[config.mk]
export PLATFORM = sky130hd
export DESIGN_NAME = dual_channel_safety_stop
export DESIGN_NICKNAME = d
export VERILOG_FILES = /design/src/rtl/safety_stop_pkg.sv /design/src/rtl/term_map_if.sv /design/src/rtl/terminal_mapper.sv /design/src/rtl/dual_channel_safety_stop.sv
export SDC_FILE = /design/constraint.sdc
export NUM_CORES = 1
export LEC_CHECK = 0
export BUFFER_PORTS_ARGS = -buffer_cell sky130_fd_sc_hd__buf_2
export CAP_MARGIN = 20
export CORE_MARGIN = 1
export CORE_UTILIZATION = 47
export DETAILED_ROUTE_END_ITERATION = 10
export GPL_ROUTABILITY_DRIVEN = 0
export PLACE_DENSITY = 0.86
export SETUP_SLACK_MARGIN = 0.5
export SYNTH_ARGS = -nofsm -noshare
export SYNTH_HDL_FRONTEND = slang
export SYNTH_SLANG_ARGS = --single-unit
export TNS_END_PERCENT = 50
[constraint.sdc]
create_clock -name clock -period 1.5 [get_ports clock]
set_input_delay 0.075 -clock clock [delete_from_list [all_inputs] [get_ports clock]]
set_output_delay 0.075 -clock clock [all_outputs]
set_load 0.02 [all_outputs]
[src/rtl/safety_stop_pkg.sv]
package safety_stop_pkg;

  localparam int ADDR_WIDTH = 8;
  localparam int DATA_WIDTH = 32;
  localparam int CODE_WIDTH = 8;
  localparam int TERM_COUNT = 3;
  localparam int EVENT_COUNT = 4;

  // Register byte addresses
  localparam logic [ADDR_WIDTH-1:0] ADDR_SEL_A = 8'h00;
  localparam logic [ADDR_WIDTH-1:0] ADDR_SEL_B = 8'h04;
  localparam logic [ADDR_WIDTH-1:0] ADDR_SEL_C = 8'h08;
  localparam logic [ADDR_WIDTH-1:0] ADDR_STATE = 8'h0C;
  localparam logic [ADDR_WIDTH-1:0] ADDR_IRQ_STATUS = 8'h10;
  localparam logic [ADDR_WIDTH-1:0] ADDR_IRQ_CLEAR = 8'h14;
  localparam logic [ADDR_WIDTH-1:0] ADDR_IRQ_ENABLE = 8'h18;

  // Output terminal function codes
  localparam logic [CODE_WIDTH-1:0] CODE_RUN_POS = 8'h00;
  localparam logic [CODE_WIDTH-1:0] CODE_RUN_NEG = 8'h64;
  localparam logic [CODE_WIDTH-1:0] CODE_STOP_POS = 8'h50;
  localparam logic [CODE_WIDTH-1:0] CODE_STOP_NEG = 8'hB4;
  localparam logic [CODE_WIDTH-1:0] CODE_HEALTH_POS = 8'h51;
  localparam logic [CODE_WIDTH-1:0] CODE_HEALTH_NEG = 8'hB5;

  // Reset values of the selection registers and the interrupt enable register
  localparam logic [CODE_WIDTH-1:0] SEL_A_RESET = CODE_RUN_POS;
  localparam logic [CODE_WIDTH-1:0] SEL_B_RESET = CODE_RUN_POS;
  localparam logic [CODE_WIDTH-1:0] SEL_C_RESET = CODE_RUN_POS;
  localparam logic [EVENT_COUNT-1:0] IRQ_ENABLE_RESET = 4'h0;

  // Event bits of the interrupt registers
  localparam int EV_STOP = 0;
  localparam int EV_FAULT = 1;
  localparam int EV_MISMATCH = 2;
  localparam int EV_POWER_LOSS = 3;

  // Fields of the live state register
  localparam int ST_STATE_LSB = 0;
  localparam int ST_DISPLAY_LSB = 4;
  localparam int ST_DRIVE_BIT = 8;
  localparam int ST_STOP_MON_BIT = 9;
  localparam int ST_HEALTH_BIT = 10;
  localparam int ST_INPUT_A_BIT = 11;
  localparam int ST_INPUT_B_BIT = 12;
  localparam int ST_TERM_LSB = 16;

  typedef enum logic [2:0] {
    ST_POWER_OFF = 3'b000,
    ST_ENABLED = 3'b001,
    ST_STOPPED = 3'b010,
    ST_FAULT = 3'b011,
    ST_MISMATCH = 3'b100
  } safety_state_type;

  typedef enum logic [1:0] {
    DISP_NONE = 2'b00,
    DISP_STOP_ACTIVE = 2'b01,
    DISP_FAULT_A = 2'b10,
    DISP_FAULT_B = 2'b11
  } display_type;

endpackage

[src/rtl/term_map_if.sv]
interface term_map_if;
  import safety_stop_pkg::*;
  logic stop_mon;
  logic health;
  logic running;
  logic [TERM_COUNT-1:0][CODE_WIDTH-1:0] sel;
  logic [TERM_COUNT-1:0] term_on;

  modport source (
    output stop_mon,
    output health,
    output running,
    output sel,
    input term_on
  );

  modport mapper (
    input stop_mon,
    input health,
    input running,
    input sel,
    output term_on
  );
endinterface

[src/rtl/terminal_mapper.sv]
module terminal_mapper
  import safety_stop_pkg::*;
(
  input wire logic clock,
  input wire logic rst_n,
  term_map_if.mapper map
);

  // Unknown codes leave the transistor off, the safe reading
  function automatic logic term_level(
    input logic [CODE_WIDTH-1:0] code,
    input logic stop,
    input logic health,
    input logic running
  );
    case (code)
      CODE_RUN_POS: term_level = running;
      CODE_RUN_NEG: term_level = !running;
      CODE_STOP_POS: term_level = stop;
      CODE_STOP_NEG: term_level = !stop;
      CODE_HEALTH_POS: term_level = health;
      CODE_HEALTH_NEG: term_level = !health;
      default: term_level = 1'b0;
    endcase
  endfunction

  genvar i;
  generate
    for (i = 0; i < TERM_COUNT; i++) begin : g_term
      wire logic level_next;
      logic level_reg;
      assign level_next = term_level(map.sel[i], map.stop_mon, map.health, map.running);
      always_ff @(posedge clock or negedge rst_n) begin
        if (!rst_n) begin
          level_reg <= 1'b0;
        end else begin
          level_reg <= level_next;
        end
      end
      assign map.term_on[i] = level_reg;
    end
  endgenerate

endmodule

[src/rtl/dual_channel_safety_stop.sv]
// The register offsets and the APB interface to the registers were chosen for this implementation.
module dual_channel_safety_stop
  import safety_stop_pkg::*;
(
  input wire logic clock,
  input wire logic rst_n,
  input wire logic power_present,
  input wire logic stop_input_a,
  input wire logic stop_input_b,
  input wire logic fault_a_detect,
  input wire logic fault_b_detect,
  input wire logic drive_running,
  input wire logic psel,
  input wire logic penable,
  input wire logic pwrite,
  input wire logic [ADDR_WIDTH-1:0] paddr,
  input wire logic [DATA_WIDTH-1:0] pwdata,
  output logic [DATA_WIDTH-1:0] prdata,
  output logic pready,
  output logic pslverr,
  output logic drive_enable,
  output logic monitor_terminal_on,
  output logic run_terminal_on,
  output logic aux_terminal_b_on,
  output logic aux_terminal_c_on,
  output display_type stop_display,
  output logic irq
);

  // Stop inputs are high while the channel is shorted to stop_common
  wire logic open_a;
  wire logic open_b;
  wire logic any_fault;
  wire logic both_open;
  wire logic both_short;
  wire logic one_open;

  assign open_a = !stop_input_a;
  assign open_b = !stop_input_b;
  assign any_fault = fault_a_detect || fault_b_detect;
  assign both_open = open_a && open_b;
  assign both_short = !open_a && !open_b;
  assign one_open = open_a != open_b;

  safety_state_type state_reg;
  safety_state_type state_next;

  // Mismatch outranks fault: fault status does not apply then
  always_comb begin
    if (!power_present) begin
      state_next = ST_POWER_OFF;
    end else if (one_open) begin
      state_next = ST_MISMATCH;
    end else if (any_fault) begin
      state_next = ST_FAULT;
    end else if (both_short) begin
      state_next = ST_ENABLED;
    end else begin
      state_next = ST_STOPPED;
    end
  end

  logic drive_next;
  logic stop_mon_next;
  logic health_next;
  display_type display_next;

  always_comb begin
    drive_next = 1'b0;
    stop_mon_next = 1'b0;
    health_next = 1'b0;
    display_next = DISP_NONE;
    case (state_next)
      ST_POWER_OFF: begin
        drive_next = 1'b0;
      end
      ST_ENABLED: begin
        drive_next = 1'b1;
        health_next = 1'b1;
      end
      ST_STOPPED: begin
        stop_mon_next = 1'b1;
        health_next = 1'b1;
        display_next = DISP_STOP_ACTIVE;
      end
      ST_FAULT: begin
        display_next = fault_a_detect ? DISP_FAULT_A : DISP_FAULT_B;
      end
      ST_MISMATCH: begin
        health_next = 1'b0;
      end
      default: begin
        drive_next = 1'b0;
      end
    endcase
  end

  logic drive_reg;
  logic stop_mon_reg;
  logic health_reg;
  display_type display_reg;

  // Safety outputs come from flops so that a glitch on the inputs cannot reach those pins; pslverr is decoded directly from the APB inputs
  always_ff @(posedge clock or negedge rst_n) begin
    if (!rst_n) begin
      state_reg <= ST_POWER_OFF;
      drive_reg <= 1'b0;
      stop_mon_reg <= 1'b0;
      health_reg <= 1'b0;
      display_reg <= DISP_NONE;
    end else begin
      state_reg <= state_next;
      drive_reg <= drive_next;
      stop_mon_reg <= stop_mon_next;
      health_reg <= health_next;
      display_reg <= display_next;
    end
  end

  assign drive_enable = drive_reg;
  assign monitor_terminal_on = stop_mon_reg;
  assign stop_display = display_reg;

  // APB slave, zero wait states
  function automatic logic addr_hit(
    input logic [ADDR_WIDTH-1:0] addr,
    input logic [ADDR_WIDTH-1:0] target
  );
    addr_hit = addr == target;
  endfunction

  wire logic access;
  wire logic setup_rd;
  wire logic wr_en;
  wire logic hit_sel_a;
  wire logic hit_sel_b;
  wire logic hit_sel_c;
  wire logic hit_state;
  wire logic hit_irq_status;
  wire logic hit_irq_clear;
  wire logic hit_irq_enable;
  wire logic mapped;

  assign access = psel && penable;
  assign setup_rd = psel && !penable && !pwrite;
  assign wr_en = access && pwrite;
  assign hit_sel_a = addr_hit(paddr, ADDR_SEL_A);
  assign hit_sel_b = addr_hit(paddr, ADDR_SEL_B);
  assign hit_sel_c = addr_hit(paddr, ADDR_SEL_C);
  assign hit_state = addr_hit(paddr, ADDR_STATE);
  assign hit_irq_status = addr_hit(paddr, ADDR_IRQ_STATUS);
  assign hit_irq_clear = addr_hit(paddr, ADDR_IRQ_CLEAR);
  assign hit_irq_enable = addr_hit(paddr, ADDR_IRQ_ENABLE);
  assign mapped = hit_sel_a || hit_sel_b || hit_sel_c || hit_state ||
                  hit_irq_status || hit_irq_clear || hit_irq_enable;

  assign pready = 1'b1;
  assign pslverr = access && !mapped;

  logic [CODE_WIDTH-1:0] sel_a_reg;
  logic [CODE_WIDTH-1:0] sel_b_reg;
  logic [CODE_WIDTH-1:0] sel_c_reg;

  // Wrong code is stored as written; the terminal then stays off
  always_ff @(posedge clock or negedge rst_n) begin
    if (!rst_n) begin
      sel_a_reg <= SEL_A_RESET;
      sel_b_reg <= SEL_B_RESET;
      sel_c_reg <= SEL_C_RESET;
    end else if (wr_en) begin
      if (hit_sel_a) begin
        sel_a_reg <= pwdata[CODE_WIDTH-1:0];
      end
      if (hit_sel_b) begin
        sel_b_reg <= pwdata[CODE_WIDTH-1:0];
      end
      if (hit_sel_c) begin
        sel_c_reg <= pwdata[CODE_WIDTH-1:0];
      end
    end
  end

  // Events and interrupt
  wire logic [EVENT_COUNT-1:0] events;
  wire logic [EVENT_COUNT-1:0] clear_mask;
  logic [EVENT_COUNT-1:0] irq_status_reg;
  logic [EVENT_COUNT-1:0] irq_enable_reg;

  assign events[EV_STOP] = state_next == ST_STOPPED && state_reg != ST_STOPPED;
  assign events[EV_FAULT] = state_next == ST_FAULT && state_reg != ST_FAULT;
  assign events[EV_MISMATCH] = state_next == ST_MISMATCH && state_reg != ST_MISMATCH;
  assign events[EV_POWER_LOSS] = state_next == ST_POWER_OFF && state_reg != ST_POWER_OFF;
  assign clear_mask = (wr_en && hit_irq_clear) ? pwdata[EVENT_COUNT-1:0] : '0;

  // A new event wins over a clear in the same cycle
  always_ff @(posedge clock or negedge rst_n) begin
    if (!rst_n) begin
      irq_status_reg <= '0;
      irq_enable_reg <= IRQ_ENABLE_RESET;
    end else begin
      irq_status_reg <= (irq_status_reg & ~clear_mask) | events;
      if (wr_en && hit_irq_enable) begin
        irq_enable_reg <= pwdata[EVENT_COUNT-1:0];
      end
    end
  end

  assign irq = |(irq_status_reg & irq_enable_reg);

  // Terminal mapping
  term_map_if map_bus ();

  assign map_bus.stop_mon = stop_mon_reg;
  assign map_bus.health = health_reg;
  assign map_bus.running = drive_running && drive_reg;
  assign map_bus.sel[0] = sel_a_reg;
  assign map_bus.sel[1] = sel_b_reg;
  assign map_bus.sel[2] = sel_c_reg;

  terminal_mapper mapper_inst (
    .clock(clock),
    .rst_n(rst_n),
    .map(map_bus.mapper)
  );

  assign run_terminal_on = map_bus.term_on[0];
  assign aux_terminal_b_on = map_bus.term_on[1];
  assign aux_terminal_c_on = map_bus.term_on[2];

  // Read path
  wire logic [DATA_WIDTH-1:0] state_word;
  wire logic [DATA_WIDTH-1:0] read_mux;

  assign state_word = (DATA_WIDTH'(state_reg) << ST_STATE_LSB) |
                      (DATA_WIDTH'(display_reg) << ST_DISPLAY_LSB) |
                      (DATA_WIDTH'(drive_reg) << ST_DRIVE_BIT) |
                      (DATA_WIDTH'(stop_mon_reg) << ST_STOP_MON_BIT) |
                      (DATA_WIDTH'(health_reg) << ST_HEALTH_BIT) |
                      (DATA_WIDTH'(stop_input_a) << ST_INPUT_A_BIT) |
                      (DATA_WIDTH'(stop_input_b) << ST_INPUT_B_BIT) |
                      (DATA_WIDTH'(map_bus.term_on) << ST_TERM_LSB);

  // Clear register is write-only and reads as zero
  assign read_mux = hit_sel_a ? DATA_WIDTH'(sel_a_reg) :
                    hit_sel_b ? DATA_WIDTH'(sel_b_reg) :
                    hit_sel_c ? DATA_WIDTH'(sel_c_reg) :
                    hit_state ? state_word :
                    hit_irq_status ? DATA_WIDTH'(irq_status_reg) :
                    hit_irq_enable ? DATA_WIDTH'(irq_enable_reg) :
                    '0;

  // Captured in setup so the data stands through the access cycle
  always_ff @(posedge clock or negedge rst_n) begin
    if (!rst_n) begin
      prdata <= '0;
    end else if (setup_rd) begin
      prdata <= read_mux;
    end
  end

  // Checks
  open_blocks_drive_a: assert property (@(posedge clock) disable iff (!rst_n)
    (open_a || open_b) |=> !drive_enable)
    else $error("drive enabled with a stop channel open");

  enable_cause_a: assert property (@(posedge clock) disable iff (!rst_n)
    (power_present && both_short && !any_fault) |=>
      (drive_enable && !monitor_terminal_on && health_reg))
    else $error("drive not enabled with all conditions met");

  stop_mon_cause_a: assert property (@(posedge clock) disable iff (!rst_n)
    monitor_terminal_on |-> (!drive_enable && health_reg && $past(both_open)))
    else $error("stop monitor on without a clean stop");

  health_fault_a: assert property (@(posedge clock) disable iff (!rst_n)
    (power_present && any_fault) |=> !health_reg)
    else $error("health on during internal fault");

  both_open_a: assert property (@(posedge clock) disable iff (!rst_n)
    (power_present && both_open && !any_fault) |=>
      (!drive_enable && monitor_terminal_on && health_reg &&
       stop_display == DISP_STOP_ACTIVE))
    else $error("wrong outputs with both channels open");

  fault_off_a: assert property (@(posedge clock) disable iff (!rst_n)
    (power_present && any_fault && !one_open) |=>
      (!drive_enable && !monitor_terminal_on && !health_reg &&
       (stop_display == DISP_FAULT_A || stop_display == DISP_FAULT_B)))
    else $error("wrong outputs at internal fault");

  one_open_a: assert property (@(posedge clock) disable iff (!rst_n)
    (power_present && one_open) |=>
      (!drive_enable && !monitor_terminal_on && !health_reg))
    else $error("wrong outputs with one channel open");

  map_stop_a: assert property (@(posedge clock) disable iff (!rst_n)
    (sel_b_reg == CODE_STOP_POS && $stable(sel_b_reg)) |->
      ##1 (aux_terminal_b_on == $past(stop_mon_reg)))
    else $error("stop monitor not mapped to terminal b");

  map_health_a: assert property (@(posedge clock) disable iff (!rst_n)
    (sel_c_reg == CODE_HEALTH_NEG) |=> (aux_terminal_c_on == !$past(health_reg)))
    else $error("negative health not mapped to terminal c");

  run_health_a: assert property (@(posedge clock) disable iff (!rst_n)
    (sel_a_reg == CODE_HEALTH_POS && power_present && any_fault) |=> ##1 !run_terminal_on)
    else $error("run terminal stays on at fault");

  power_off_a: assert property (@(posedge clock) disable iff (!rst_n)
    !power_present |=> (!drive_enable && !monitor_terminal_on && !health_reg))
    else $error("outputs active without input power");

  power_display_a: assert property (@(posedge clock) disable iff (!rst_n)
    !power_present |=> (stop_display == DISP_NONE))
    else $error("indication shown without input power");

  health_clean_a: assert property (@(posedge clock) disable iff (!rst_n)
    (power_present && !any_fault && !one_open) |=> health_reg)
    else $error("health off without an internal fault");

  monitor_fault_a: assert property (@(posedge clock) disable iff (!rst_n)
    (power_present && any_fault && both_open) |=> !monitor_terminal_on)
    else $error("stop monitor on during internal fault");

  display_code_a: assert property (@(posedge clock) disable iff (!rst_n)
    (power_present && fault_a_detect && !one_open) |=> (stop_display == DISP_FAULT_A))
    else $error("wrong fault code shown");

  run_default_a: assert property (@(posedge clock) disable iff (!rst_n)
    (sel_a_reg == CODE_RUN_POS) |=> (run_terminal_on == $past(map_bus.running)))
    else $error("run terminal does not follow running");

  // A clear in the same cycle must not swallow a new event
  event_sticky_a: assert property (@(posedge clock) disable iff (!rst_n)
    (|events) |=> ((irq_status_reg & $past(events)) == $past(events)))
    else $error("event lost in interrupt status");

endmodule

* Word level (Yosys, flattened, before mapping)
Cells that the tools add are included.
Word-level totals: memory bits (read-only) 0, word-level logic and storage cells 112, bits of input ports 51, RAM bits 0, register bits 75, memories 0, latch bits 0
Operators by class: divide/modulo/power cells 0, $lt $le $gt $ge 0, shifts and indexed selects 0, equal/unequal tests 29, multiply operators 0, mux-type cells 19, add/sub/neg operators 0, bitwise operators 11, reduce and logical (&&, ||, !) cells 39
Operators by type and width (count):
- $mux W19 | 4
- $eq A8 B7 Y1 const B | 9
- $eq A8 B8 Y1 const B | 6
- $logic_not A8 Y1 | 4
- $eq A8 B5 Y1 const B | 3
- $or A13 B19 Y19 | 1
- $pmux W1 S6 | 3
- $eq A8 B4 Y1 const B | 2
- $logic_and A1 B1 Y1 | 13
- $or A12 B13 Y13 | 1
- $mux W4 | 3
- $or A11 B12 Y12 | 1
- $or A10 B11 Y11 | 1
- $or A9 B10 Y10 | 1
- $mux W3 | 3
- $or A6 B9 Y9 | 1
- $and A4 B4 Y4 | 2
- $eq A8 B3 Y1 const B | 1
- $logic_not A1 Y1 | 8
- $logic_or A1 B1 Y1 | 7
- $eq A3 B2 Y1 const B | 2
- $ne A3 B2 Y1 const B | 2
- $or A3 B6 Y6 | 1
- $reduce_and A2 Y1 | 3
- other kinds (13) | 16

* Depth between registers and ports, before layout
Gate-level depths: netlist (run 1).
depth in word-level cells 11, gate-level depth with buffers 6, depth with buffers taken out 4

* Hierarchy
Synthesis (run 1) repeated with hierarchy kept, for this count alone.
Second synthesis, totals: cells, all modules 286, area total of the unflattened synthesis 3130.5 µm²
Modules (own cells, without submodules):
- dual_channel_safety_stop | area an instance 2726.4 µm², times used 1, seq. area each 1401.3 µm², cells each 231
- terminal_mapper | area an instance 404.1 µm², times used 1, seq. area each 75.1 µm², cells each 55

* Least setup slack after synthesis (run 1)
OpenSTA, ideal clock, no wires.
path kind input -> register, start point input port paddr[1], end point register irq_enable_reg[0], arrival 1488 ps, stages on the path 4, setup slack -113 ps, library setup time 125 ps, cells stage by stage or4_4 -> or2_4 -> nor3_4 -> mux2_2
On the way: word-level cells in the longest chain between the ends 2
Ends and longest elaborated chain:
- start: declaration | line dual_channel_safety_stop.sv:16 | input wire logic [ADDR_WIDTH-1:0] paddr,
- $eq A8 B5 Y1 | line dual_channel_safety_stop.sv:129 | addr_hit = addr == target;
- $logic_and A1 B1 Y1 | line dual_channel_safety_stop.sv:202 | if (wr_en && hit_irq_enable) begin
- end signal: assignment | line dual_channel_safety_stop.sv:203 | irq_enable_reg <= pwdata[EVENT_COUNT-1:0];
- end: declaration | line dual_channel_safety_stop.sv:187 | logic [EVENT_COUNT-1:0] irq_enable_reg;
No other way between the ends. A chain may end at the register's enable or synchronous reset.

* Worst setup path in the final report (run 1)
start point register sel_c_reg[5], end point register mapper_inst.g_term[2].level_reg
On the way: word-level cells in the longest chain between the ends 2
Ends and longest elaborated chain:
- start: declaration | line dual_channel_safety_stop.sv:162 | logic [CODE_WIDTH-1:0] sel_c_reg;
- start signal: assignment | line dual_channel_safety_stop.sv:178 | sel_c_reg <= pwdata[CODE_WIDTH-1:0];
- $eq A8 B8 Y1 (tied with other cells) | line terminal_mapper.sv:16 | case (code)
- $pmux W1 S6 * | line terminal_mapper.sv:16
- via mapper_inst.g_term[2].level_next | line terminal_mapper.sv:30 | wire logic level_next;
- end signal: assignment | line terminal_mapper.sv:37 | level_reg <= level_next;
- end: declaration | line terminal_mapper.sv:31 | logic level_reg;
The timed path passes the listed nets; every way through them passes the cells marked *.

==> summary.txt, run 1 <==
Max reg flops: 16
Largest cells by area after synthesis: dfrtp_1 (48%), mux2_4 (7.8%), mux2_2 (5.5%)
Placed cell area: 3520 sq um
Sink Count: 59
First-pass GRT wire length: 13.7 mm
Clk Latency, worst-skew pair: 0.34 ns
Layout area overhead: 37.2%
Mean Syn Cell Area: 11.8 sq um
Top cell type's share of synthesized area: 0.478
IO Count: 93
Final Util: 0.667
WP data arrival: 1.74 ns
Most frequent cells in the layout: dfrtp_1 (56), buf_2 (42), mux2_4 (27), buf_4 (27), nand2_1 (23)
# rows: 29
Num CTS Buffers: 9
DRT Pass-1 Iters: 5
Area leader, netlist: dfrtp_1
Power Density: 839 nW/um^2
CP Class: flop to flop
Startpoint types: flop
Number of I/O port buffers: 51
Period utilization: 1.00
Fmax: 667 MHz
Max-slew violations: 0
CP endpoint kind: flop
Final worst slack: -0.000347 ns
Most flop-heavy register: prdata
Violated checks: negative setup slack
Max cap viols: 0
Antenna violations before repair: 0
Clk slew on worst S/H paths: 0.07 ns
Sw Share: 0.264
Total Wirelength: 8.82 mm
Routed WL per cell: 20.1 um
Residual DRC count: 0
Layout cells sized above 1: 0.497
Finished Cell Area: 4230 sq um
Synth cell types: 46
NetSw: 0.938 mW
Final hold vios: 0
CTS Buffer Depth: 2
Sequential Power Share: 0.469
Total track usage: 0.259
Share of flip-flops with an asynchronous set or reset: 1.00
First DRT Iteration DRCs: 237
Initial core utilization: 0.486
Seq cells post-synth: 59
Final Skew: 0.00681 ns
Final min period: 1.50 ns
Worst Hold Class: input pin to flop
IR drop worst, VDD: 861 uV
Detail Placement HPWL: 5.49 mm
Via-per-instance ratio: 5.85
Diodes inserted: 0
Antenna-violating nets left: 0
Seq/Total Area, Yosys: 0.478
Vias in the first global route: 2,631
Die width: 83.0 um
Combinational power share: 0.128
GRT overflow: 0
Post-synth EDFFs: 0
H-tree levels: 3
Lkg Pwr: 2.14 nW
Unrepaired setup endpoints after global routing: true
DR vias: 2,566
Setup TNS Final: -0.000347 ns
CP max FO: 2
Int Pwr: 2.61 mW
Commonest non-fill, non-tap cell in the layout: dfrtp_1
Largest net degree at the start of global routing: 60
Die area: 6900 sq um
Die Y: 83.0 um
Dominant synthesized flop cell: dfrtp_1
Status: complete, but fails checks
WP data required: 1.74 ns
Clock tree from TritonCTS: done
YS warnings: 0
Endpoints failing setup: 1
Root buffer cell: clkbuf_8
Core box area: 6350 sq um
Clock Power Share: 0.403
Final nets: 409
Mapped Cells: 261
Post-synthesis instance area: 3090 sq um
==> synthesized netlist by cell type, drive strengths merged, types with 3 or more instances <==
library cell / count
nor3b: 3
buf: 20
clkbuf: 8
nor3: 8
nand2b: 4
nand3: 6
dfrtp: 59
or4b: 3
a211oi: 4
mux2i: 9
and4: 4
o21ai: 3
nor2: 10
nor4: 5
o2bb2ai: 3
a22o: 11
nor2b: 5
nand2: 28
mux2: 31
nand3b: 3
a21oi: 7
nand4b: 3
==> final timing paths <==
kind | start | cells after the start | to | slack, ns
max | sel_c_reg[5] | 4 | mapper_inst.g_term[2].level_reg | -0.0003
min | pwdata[6] | 2 | sel_a_reg[6] | 0.02
max reg2reg | sel_c_reg[5] | 4 | mapper_inst.g_term[2].level_reg | -0.0003
min reg2reg | prdata[7] | 2 | prdata[7] | 0.46
max in group asynchronous | rst_n | 3 | monitor_terminal_on | 0.96
min in group asynchronous | rst_n | 3 | prdata[16] | 0.26
==> logic make-up after synthesis <==
logic type	count (synthesis)	synth area share
and+or+nand+nor	89	0.175
AOI/OAI and AO/OA	39	0.0961
other	2	0.00243
DFF	59	0.478
buffers and inverters	29	0.0677
adders and majority gates	1	0.00405
muxes	42	0.176
==> layer usage <==
metal  up-vias  part of all wire  track usage
met5         -                 0            0
met4         0             0.031        0.110
met3        33             0.077       0.0795
met2       130              0.50        0.423
met1      1283              0.39        0.317
li1       1120                 -            -
==> final cells by class <==
type	count	area, sq um
Fill cell	413	2120
Clock buffer	11	141
Timing Repair Buffer	98	737
Clock inverter	5	52.6
Sequential cell	59	1480
Inverter	1	3.75
Tap cell	77	96.3
Multi-Input combinational cell	188	1720
==> power by group through the flow <==
stage	logic, mW	registers (mW)	clock network, mW
detailed placement	0.364	1.69	0
global placement	0.353	1.69	0
global route	0.485	1.67	1.52
finish	0.454	1.67	1.43
floorplan	0.214	1.70	0
CTS	0.415	1.66	1.46
==> per-stage QoR <==
step	hold WS [ns]	setup WS (ns)	total power, mW	cells
after global routing	0.00488	-0.0589	3.68	439
after global placement	0.0990	-0.201	2.04	404
final	0.0178	-0.000347	3.55	439
after floorplan	-0.221	-0.0906	1.92	276
after CTS	0.00207	-0.0398	3.54	432
after detailed placement	0.103	-0.242	2.05	404
==> what timing repair did <==
item                                   in CTS  in global routing
hold buffers                                9                  0
endpoints found under the hold margin      65                  0
buffers inserted                            3                  7
pin swaps                                  35                 34
setup endpoints to repair                  57                 60
resized for setup                          57                 27
==> worst max-delay path, cell delays in order, from the launching register on <==
cell      delay (ns)
dfrtp_1         0.38
or4b_4          0.53
mux2i_1         0.15
nand2_1         0.10
a211oi_2        0.25
No activity file was read; power rests on OpenSTA's default activity.
==> run 2: changes to the inputs <==
--- a/config.mk
+++ b/config.mk
@@ -8,11 +8,10 @@
 export BUFFER_PORTS_ARGS = -buffer_cell sky130_fd_sc_hd__buf_2
 export CAP_MARGIN = 20
 export CORE_MARGIN = 1
-export CORE_UTILIZATION = 47
+export CORE_UTILIZATION = 52
 export DETAILED_ROUTE_END_ITERATION = 10
 export GPL_ROUTABILITY_DRIVEN = 0
-export PLACE_DENSITY = 0.86
-export SETUP_SLACK_MARGIN = 0.5
+export PLACE_DENSITY = 0.9
 export SYNTH_ARGS = -nofsm -noshare
 export SYNTH_HDL_FRONTEND = slang
 export SYNTH_SLANG_ARGS = --single-unit
==> constraint.sdc (replaced) <==
create_clock -name clock -period 1.7 [get_ports clock]
set_input_delay 0.085 -clock clock [delete_from_list [all_inputs] [get_ports clock]]
set_output_delay 0.085 -clock clock [all_outputs]
set_load 0.02 [all_outputs]
==> summary.txt, run 2 (synthesis results as in run 1) <==
Total track usage: 0.261 (was 0.259)
Final min period: 1.61 ns (was 1.50 ns)
Final hold vios: 0 (unchanged)
IR drop worst, VDD: 713 uV (was 861 uV)
CP max FO: 2 (unchanged)
Antenna-violating nets left: 0 (unchanged)
Die width: 79.0 um (was 83.0 um)
DRT Pass-1 Iters: 4 (was 5)
Sink Count: 59 (unchanged)
Clock tree from TritonCTS: done (unchanged)
Vias in the first global route: 2,380 (was 2,631)
Endpoints failing setup: 0 (was 1)
Residual DRC count: 0 (unchanged)
# fillers: 418 (was 413)
Final Util: 0.666 (was 0.667)
CTS Buffer Depth: 2 (unchanged)
Int Pwr: 2.27 mW (was 2.61 mW)
Detail Placement HPWL: 5.39 mm (was 5.49 mm)
Layout cells sized above 1: 0.391 (was 0.497)
Sequential Power Share: 0.475 (was 0.469)
Startpoint types: flop (unchanged)
Final Skew: 0.0105 ns (was 0.00681 ns)
Most frequent cells in the layout: dfrtp_1 (59), buf_2 (51), nand2_1 (28) (was dfrtp_1 (56), buf_2 (42), mux2_4 (27), buf_4 (27), nand2_1 (23))
H-tree levels: 3 (unchanged)
Die Y: 79.0 um (was 83.0 um)
Root buffer cell: clkbuf_8 (unchanged)
WP data arrival: 1.88 ns (was 1.74 ns)
Max cap viols: 0 (unchanged)
IO Count: 93 (unchanged)
GRT overflow: 0 (unchanged)
CP Class: flop to flop (unchanged)
Largest net degree at the start of global routing: 60 (unchanged)
Worst hold slack: 0.00749 ns (was 0.0178 ns)
Power Density: 827 nW/um^2 (was 839 nW/um^2)
Final Instance Count excl. Fillers: 415 (was 439)
Sw Share: 0.265 (was 0.264)
Initial core utilization: 0.550 (was 0.486)
Clk slew on worst S/H paths: 0.07 ns (about the same)
Most flop-heavy register: prdata (unchanged)
Commonest non-fill, non-tap cell in the layout: dfrtp_1 (unchanged)
Status: complete, no violations (was complete, but fails checks)
CP cell instances: or4b_2 -> mux2i_1 -> nand2_1 -> a211oi_2 (was or4b_4 -> mux2i_1 -> nand2_1 -> a211oi_2)
First-pass GRT wire length: 12.0 mm (was 13.7 mm)
Layout area overhead: 21.0% (was 37.2%)
Max-slew violations: 0 (unchanged)
Fmax: 619 MHz (was 667 MHz)
Total Wirelength: 7.44 mm (was 8.82 mm)
Diodes inserted: 0 (unchanged)
Num CTS Buffers: 9 (unchanged)
Cell Count Post-Placement: 392 (was 404)
DR vias: 2,451 (was 2,566)
Total chip power: 3.09 mW (was 3.55 mW)
First DRT Iteration DRCs: 219 (was 237)
Via-per-instance ratio: 5.91 (was 5.85)
CP endpoint kind: flop (unchanged)
Period utilization: 0.950 (was 1.00)
Worst Hold Class: input pin to flop (unchanged)
Crit path largest cell delay: 0.67 ns (was 0.53 ns)
Routed WL per cell: 17.9 um (was 20.1 um)
Number of I/O port buffers: 51 (unchanged)
Clock Power Share: 0.421 (was 0.403)
Combinational power share: 0.104 (was 0.128)
Antenna violations before repair: 0 (unchanged)
Slowest cell on crit path: or4b_2 (was or4b_4)
Die area: 6250 sq um (was 6900 sq um)
# rows: 27 (was 29)
Lkg Pwr: 1.92 nW (was 2.14 nW)
NetSw: 0.817 mW (was 0.938 mW)
WP data required: 1.96 ns (was 1.74 ns)
Core box area: 5610 sq um (was 6350 sq um)
Final nets: 390 (was 409)
Clk Latency, worst-skew pair: 0.35 ns (was 0.34 ns)
Max reg flops: 16 (unchanged)
## run 2: cell type report
cell class	count	area [sq um]	share of cell area
flip-flops and latches	59	1480	0.395
multi-input cells	188	1470	0.393
repair buffers	79	495	0.133
clock buffers	10	138	0.0369
well taps	72	90.1	0.0241
clock inverters	6	63.8	0.0171
inverters	1	3.75	0.00101
## run 2: timing repair
action / CTS / global route
hold buffers: 7 / 0
setup buffers: 0 / 0
endpoints found under the hold margin: 65 / 0
endpoints found under the setup margin: 0 / 2
resized for setup: 0 / 2
## run 2: worst max-delay path, delay by kind of cell, from the launching register on
| kind | cells | cell delay (ns) |
|---|---|---|
| simple gates | 2 | 0.77 |
| flops | 1 | 0.39 |
| compound gates | 1 | 0.23 |
| mux | 1 | 0.14 |
## run 2: path summary, 6_finish.rpt
check | endpoint | slack, ns | cells past startpoint | startpoint
min in group asynchronous | irq_status_reg[2] | 0.25 | 3 | rst_n
max in group asynchronous | prdata[2] | 1.18 | 3 | rst_n
max reg2reg | mapper_inst.g_term[2].level_reg | 0.09 | 4 | sel_c_reg[2]
max | mapper_inst.g_term[2].level_reg | 0.09 | 4 | sel_c_reg[2]
min | sel_b_reg[5] | 0.007 | 2 | pwdata[5]
min reg2reg | prdata[7] | 0.47 | 2 | prdata[7]
## run 2: through the flow
stage / instance area [sq um] / setup slack [ns] / TNS [ns]
after floorplan: 3140 / 0.0769 / 0
after global placement: 3450 / -0.0446 / -0.337
after detailed placement: 3450 / -0.0785 / -0.992
after CTS: 3720 / 0.0238 / 0
after global routing: 3730 / -0.00858 / -0.00858
final: 3730 / 0.0850 / 0
## run 2: power by group through the flow
stage / clock network (mW) / registers (mW) / logic [mW]
finish: 1.30 / 1.47 / 0.320
global route: 1.38 / 1.47 / 0.351
CTS: 1.32 / 1.47 / 0.319
detailed placement: 0 / 1.49 / 0.306
global placement: 0 / 1.49 / 0.296
floorplan: 0 / 1.50 / 0.188
## run 2: layer usage
layer	GRT usage	part of all wire	up-vias
met5	0	0	-
met1	0.318	0.40	1211
li1	-	-	1085
met2	0.425	0.50	131
met4	0.120	0.028	0
met3	0.0770	0.070	24
==> run 3: changes to the inputs <==
--- a/config.mk
+++ b/config.mk
@@ -11,8 +11,9 @@
 export CORE_UTILIZATION = 52
 export DETAILED_ROUTE_END_ITERATION = 10
 export GPL_ROUTABILITY_DRIVEN = 0
-export PLACE_DENSITY = 0.9
+export PLACE_DENSITY = 0.89
 export SYNTH_ARGS = -nofsm -noshare
 export SYNTH_HDL_FRONTEND = slang
+export SYNTH_HIERARCHICAL = 1
 export SYNTH_SLANG_ARGS = --single-unit
 export TNS_END_PERCENT = 50
==> summary.txt, run 3 <==
Seq cells post-synth: 59 (unchanged)
Largest net degree at the start of global routing: 60 (unchanged)
Mean Syn Cell Area: 10.9 sq um (was 11.8 sq um)
GRT overflow: 0 (unchanged)
Max cap viols: 0 (unchanged)
Unrepaired setup endpoints after global routing: false
Top-count cell post-synth: dfrtp_1 (unchanged)
Clk Latency, worst-skew pair: 0.35 ns (about the same)
Endpoints failing setup: 0 (unchanged)
Clk slew on worst S/H paths: 0.07 ns (about the same)
Combinational power share: 0.107 (was 0.104)
# rows: 27 (unchanged)
Post-synthesis instance area: 3130 sq um (was 3090 sq um)
Max_slew headroom: 0.682
Lkg Pwr: 1.87 nW (was 1.92 nW)
Reg2Reg Setup Slack: 0.20 ns (was 0.09 ns)
Finished Cell Area: 3670 sq um (was 3730 sq um)
Final min period: 1.55 ns (was 1.61 ns)
Setup crit end: irq_status_reg[0] (was mapper_inst.g_term[2].level_reg)
Initial core utilization: 0.555 (was 0.550)
Clock tree from TritonCTS: done (unchanged)
Sequential Power Share: 0.511 (was 0.475)
Placed cell area: 3430 sq um (was 3450 sq um)
Sink Count: 59 (unchanged)
Sw Share: 0.268 (was 0.265)
Num CTS Buffers: 9 (unchanged)
Routed WL per cell: 17.7 um (was 17.9 um)
Antenna violations before repair: 0 (unchanged)
Largest cells by area after synthesis: dfrtp_1 (47%), mux2_2 (11%), buf_4 (4.8%) (was dfrtp_1 (48%), mux2_4 (7.8%), mux2_2 (5.5%))
Total track usage: 0.253 (was 0.261)
Clock Power Share: 0.382 (was 0.421)
Max reg flops: 16 (unchanged)
Layout area overhead: 17.1% (was 21.0%)
Total Wirelength: 7.55 mm (was 7.44 mm)
YS warnings: 6 (was 0)
CP endpoint kind: flop (unchanged)
Root buffer cell: clkbuf_8 (unchanged)
Most frequent cells in the layout: dfrtp_1 (59), buf_2 (51), mux2_2 (30) (was dfrtp_1 (59), buf_2 (51), nand2_1 (28))
Die Y: 79.6 um (was 79.0 um)
Worst Reg-to-Reg Cells: 4 (unchanged)
Most flop-heavy register: prdata (unchanged)
NetSw: 0.769 mW (was 0.817 mW)
Top routing layer used: met4 (unchanged)
Reg-to-Reg Start: monitor_terminal_on (was sel_c_reg[2])
Core box area: 5640 sq um (was 5610 sq um)
Setup TNS Final: 0 ns (unchanged)
Worst Hold Class: input pin to flop (unchanged)
Commonest cells post-synth: dfrtp_1 (59), mux2_2 (30), nand2_1 (27), buf_4 (20), nor2_1 (14) (was dfrtp_1 (59), nand2_1 (28), buf_4 (17), mux2_4 (16), mux2_2 (15))
H-tree levels: 3 (unchanged)
CTS Buffer Depth: 2 (unchanged)
DR WL met2: 3.74 mm (was 3.72 mm)
Fmax: 645 MHz (was 619 MHz)
Wire length on met1: 2.96 mm (was 2.99 mm)
Max-slew violations: 0 (unchanged)
Period utilization: 0.913 (was 0.950)
Diodes inserted: 0 (unchanged)
WP data arrival: 1.83 ns (was 1.88 ns)
Dominant synthesized flop cell: dfrtp_1 (unchanged)
Top cell type's share of synthesized area: 0.472 (was 0.478)
Startpoint types: input pin (was flop)
Post-synth EDFFs: 0 (unchanged)
Die area: 6330 sq um (was 6250 sq um)
First DRT Iteration DRCs: 276 (was 219)
Worst Setup SP: stop_input_a (was sel_c_reg[2])
WL met3: 559 um (was 523 um)
Slew @ Worst Pin: 0.465 ns
Final Instance Count excl. Fillers: 427 (was 415)
Int Pwr: 2.10 mW (was 2.27 mW)
CP max FO: 5 (was 2)
RR Endpoint: mapper_inst/g_term[1].level_reg (was mapper_inst.g_term[2].level_reg)
Commonest non-fill, non-tap cell in the layout: dfrtp_1 (unchanged)
DR vias: 2,606 (was 2,451)
Synth cell types: 59 (was 46)
Cell Count Post-Placement: 405 (was 392)
Die width: 79.6 um (was 79.0 um)
WP data required: 1.98 ns (was 1.96 ns)
DRT Pass-1 Iters: 5 (was 4)
Final Skew: 0.00964 ns (was 0.0105 ns)
Area leader, netlist: dfrtp_1 (unchanged)
CP Class: input pin to flop (was flop to flop)
First-pass GRT wire length: 11.8 mm (was 12.0 mm)
# Post-CTS Setup Buffers: 0 (unchanged)
Final hold vios: 0 (unchanged)
IO Count: 93 (unchanged)
Status: complete, no violations (unchanged)
Detail Placement HPWL: 5.37 mm (was 5.39 mm)
Seq/Total Area, Yosys: 0.472 (was 0.478)
Layout cells sized above 1: 0.344 (was 0.391)
Vias in the first global route: 2,489 (was 2,380)
Residual DRC count: 0 (unchanged)
Number of I/O port buffers: 51 (unchanged)
Share of flip-flops with an asynchronous set or reset: 1.00 (unchanged)
Via-per-instance ratio: 6.10 (was 5.91)
Power Density: 782 nW/um^2 (was 827 nW/um^2)
Antenna-violating nets left: 0 (unchanged)
IR drop worst, VDD: 467 uV (was 713 uV)
Mapped Cells: 286 (was 261)
Final nets: 403 (was 390)
## run 3: changes by cell type after synthesis, sizes merged, moves of 4 or more
| cell | delta |
|---|---|
| and4 | -4 |
| inv | +8 |
| mux2i | -6 |
| nor2 | +5 |
| o21ai | +5 |
## run 3: layout make-up
| type | count | area [sq um] |
|---|---|---|
| Clock buffer | 12 | 145 |
| Clock inverter | 3 | 15.0 |
| Fill cell | 415 | 1980 |
| Inverter | 9 | 33.8 |
| Multi-Input combinational cell | 205 | 1500 |
| Sequential cell | 59 | 1480 |
| Tap cell | 72 | 90.1 |
| Timing Repair Buffer | 67 | 405 |
## run 3: critical path, stage by stage
cell and delay, ns:
dlygate4sd3_1 0.54, buf_2 0.13, ha_1 0.34, nand2b_1 0.25, nor4_2 0.28, a22o_1 0.21
## run 3: through the flow
| step | setup slack [ns] | utilization | hold WS [ns] | power (mW) |
|---|---|---|---|---|
| 5_1_grt | 0.0420 | 0.650 | 0.0225 | 2.96 |
| 3_3_place_gp | 0.0128 | 0.608 | 0.104 | 1.76 |
| 4_1_cts | 0.0940 | 0.649 | 0.00379 | 2.86 |
| 2_1_floorplan | 0.155 | - | -0.211 | 1.67 |
| 6_report | 0.149 | 0.650 | 0.00574 | 2.87 |
| 3_5_place_dp | 0.00197 | 0.608 | 0.113 | 1.78 |
## run 3: power by group through the flow
| stage | Combinational (mW) | Sequential, mW | Clock, mW |
|---|---|---|---|
| 2_1_floorplan | 0.189 | 1.48 | 0 |
| 3_3_place_gp | 0.278 | 1.49 | 0 |
| 3_5_place_dp | 0.288 | 1.49 | 0 |
| 4_1_cts | 0.303 | 1.46 | 1.10 |
| 5_1_grt | 0.336 | 1.47 | 1.16 |
| 6_report | 0.308 | 1.46 | 1.10 |
## run 3: worst min path at each step
stage                          from                              end  slack [ns]  cells past startpoint
after global routing      pwdata[7]                     sel_c_reg[7]        0.02                      2
after floorplan               rst_n                     drive_enable       -0.21                      0
after detailed placement      rst_n  mapper_inst/g_term[2].level_reg        0.11                      2
after global placement        rst_n                     drive_enable        0.10                      2
after CTS                 pwdata[7]                     sel_c_reg[7]       0.004                      2
final                     pwdata[4]                     sel_c_reg[4]       0.006                      2
## run 3: what timing repair did
item / in CTS / in global routing
endpoints found under the setup margin: 0 / 1
hold buffers: 7 / 0
resized for setup: 0 / 1
hold endpoints to repair: 66 / 0
## run 3: logic make-up (layout without fill, tap and decap cells)
kind of cell	Yosys count	count (layout)	synth area share
AND/OR/NAND/NOR	93	93	0.173
multiplexers	36	36	0.135
adder cells (fa/ha/maj)	1	1	0.00400
buffers and inverters	37	91	0.0691
flip-flops	59	59	0.472
AO/OA/AOI/OAI	58	58	0.145
other	2	17	0.00240
## run 3: metal layers
| metal | vias to the layer above | track usage |
|---|---|---|
| li1 | 1140 | - |
| met1 | 1278 | 0.314 |
| met2 | 151 | 0.404 |
| met3 | 37 | 0.0491 |
| met4 | 0 | 0.160 |
| met5 | - | 0 |
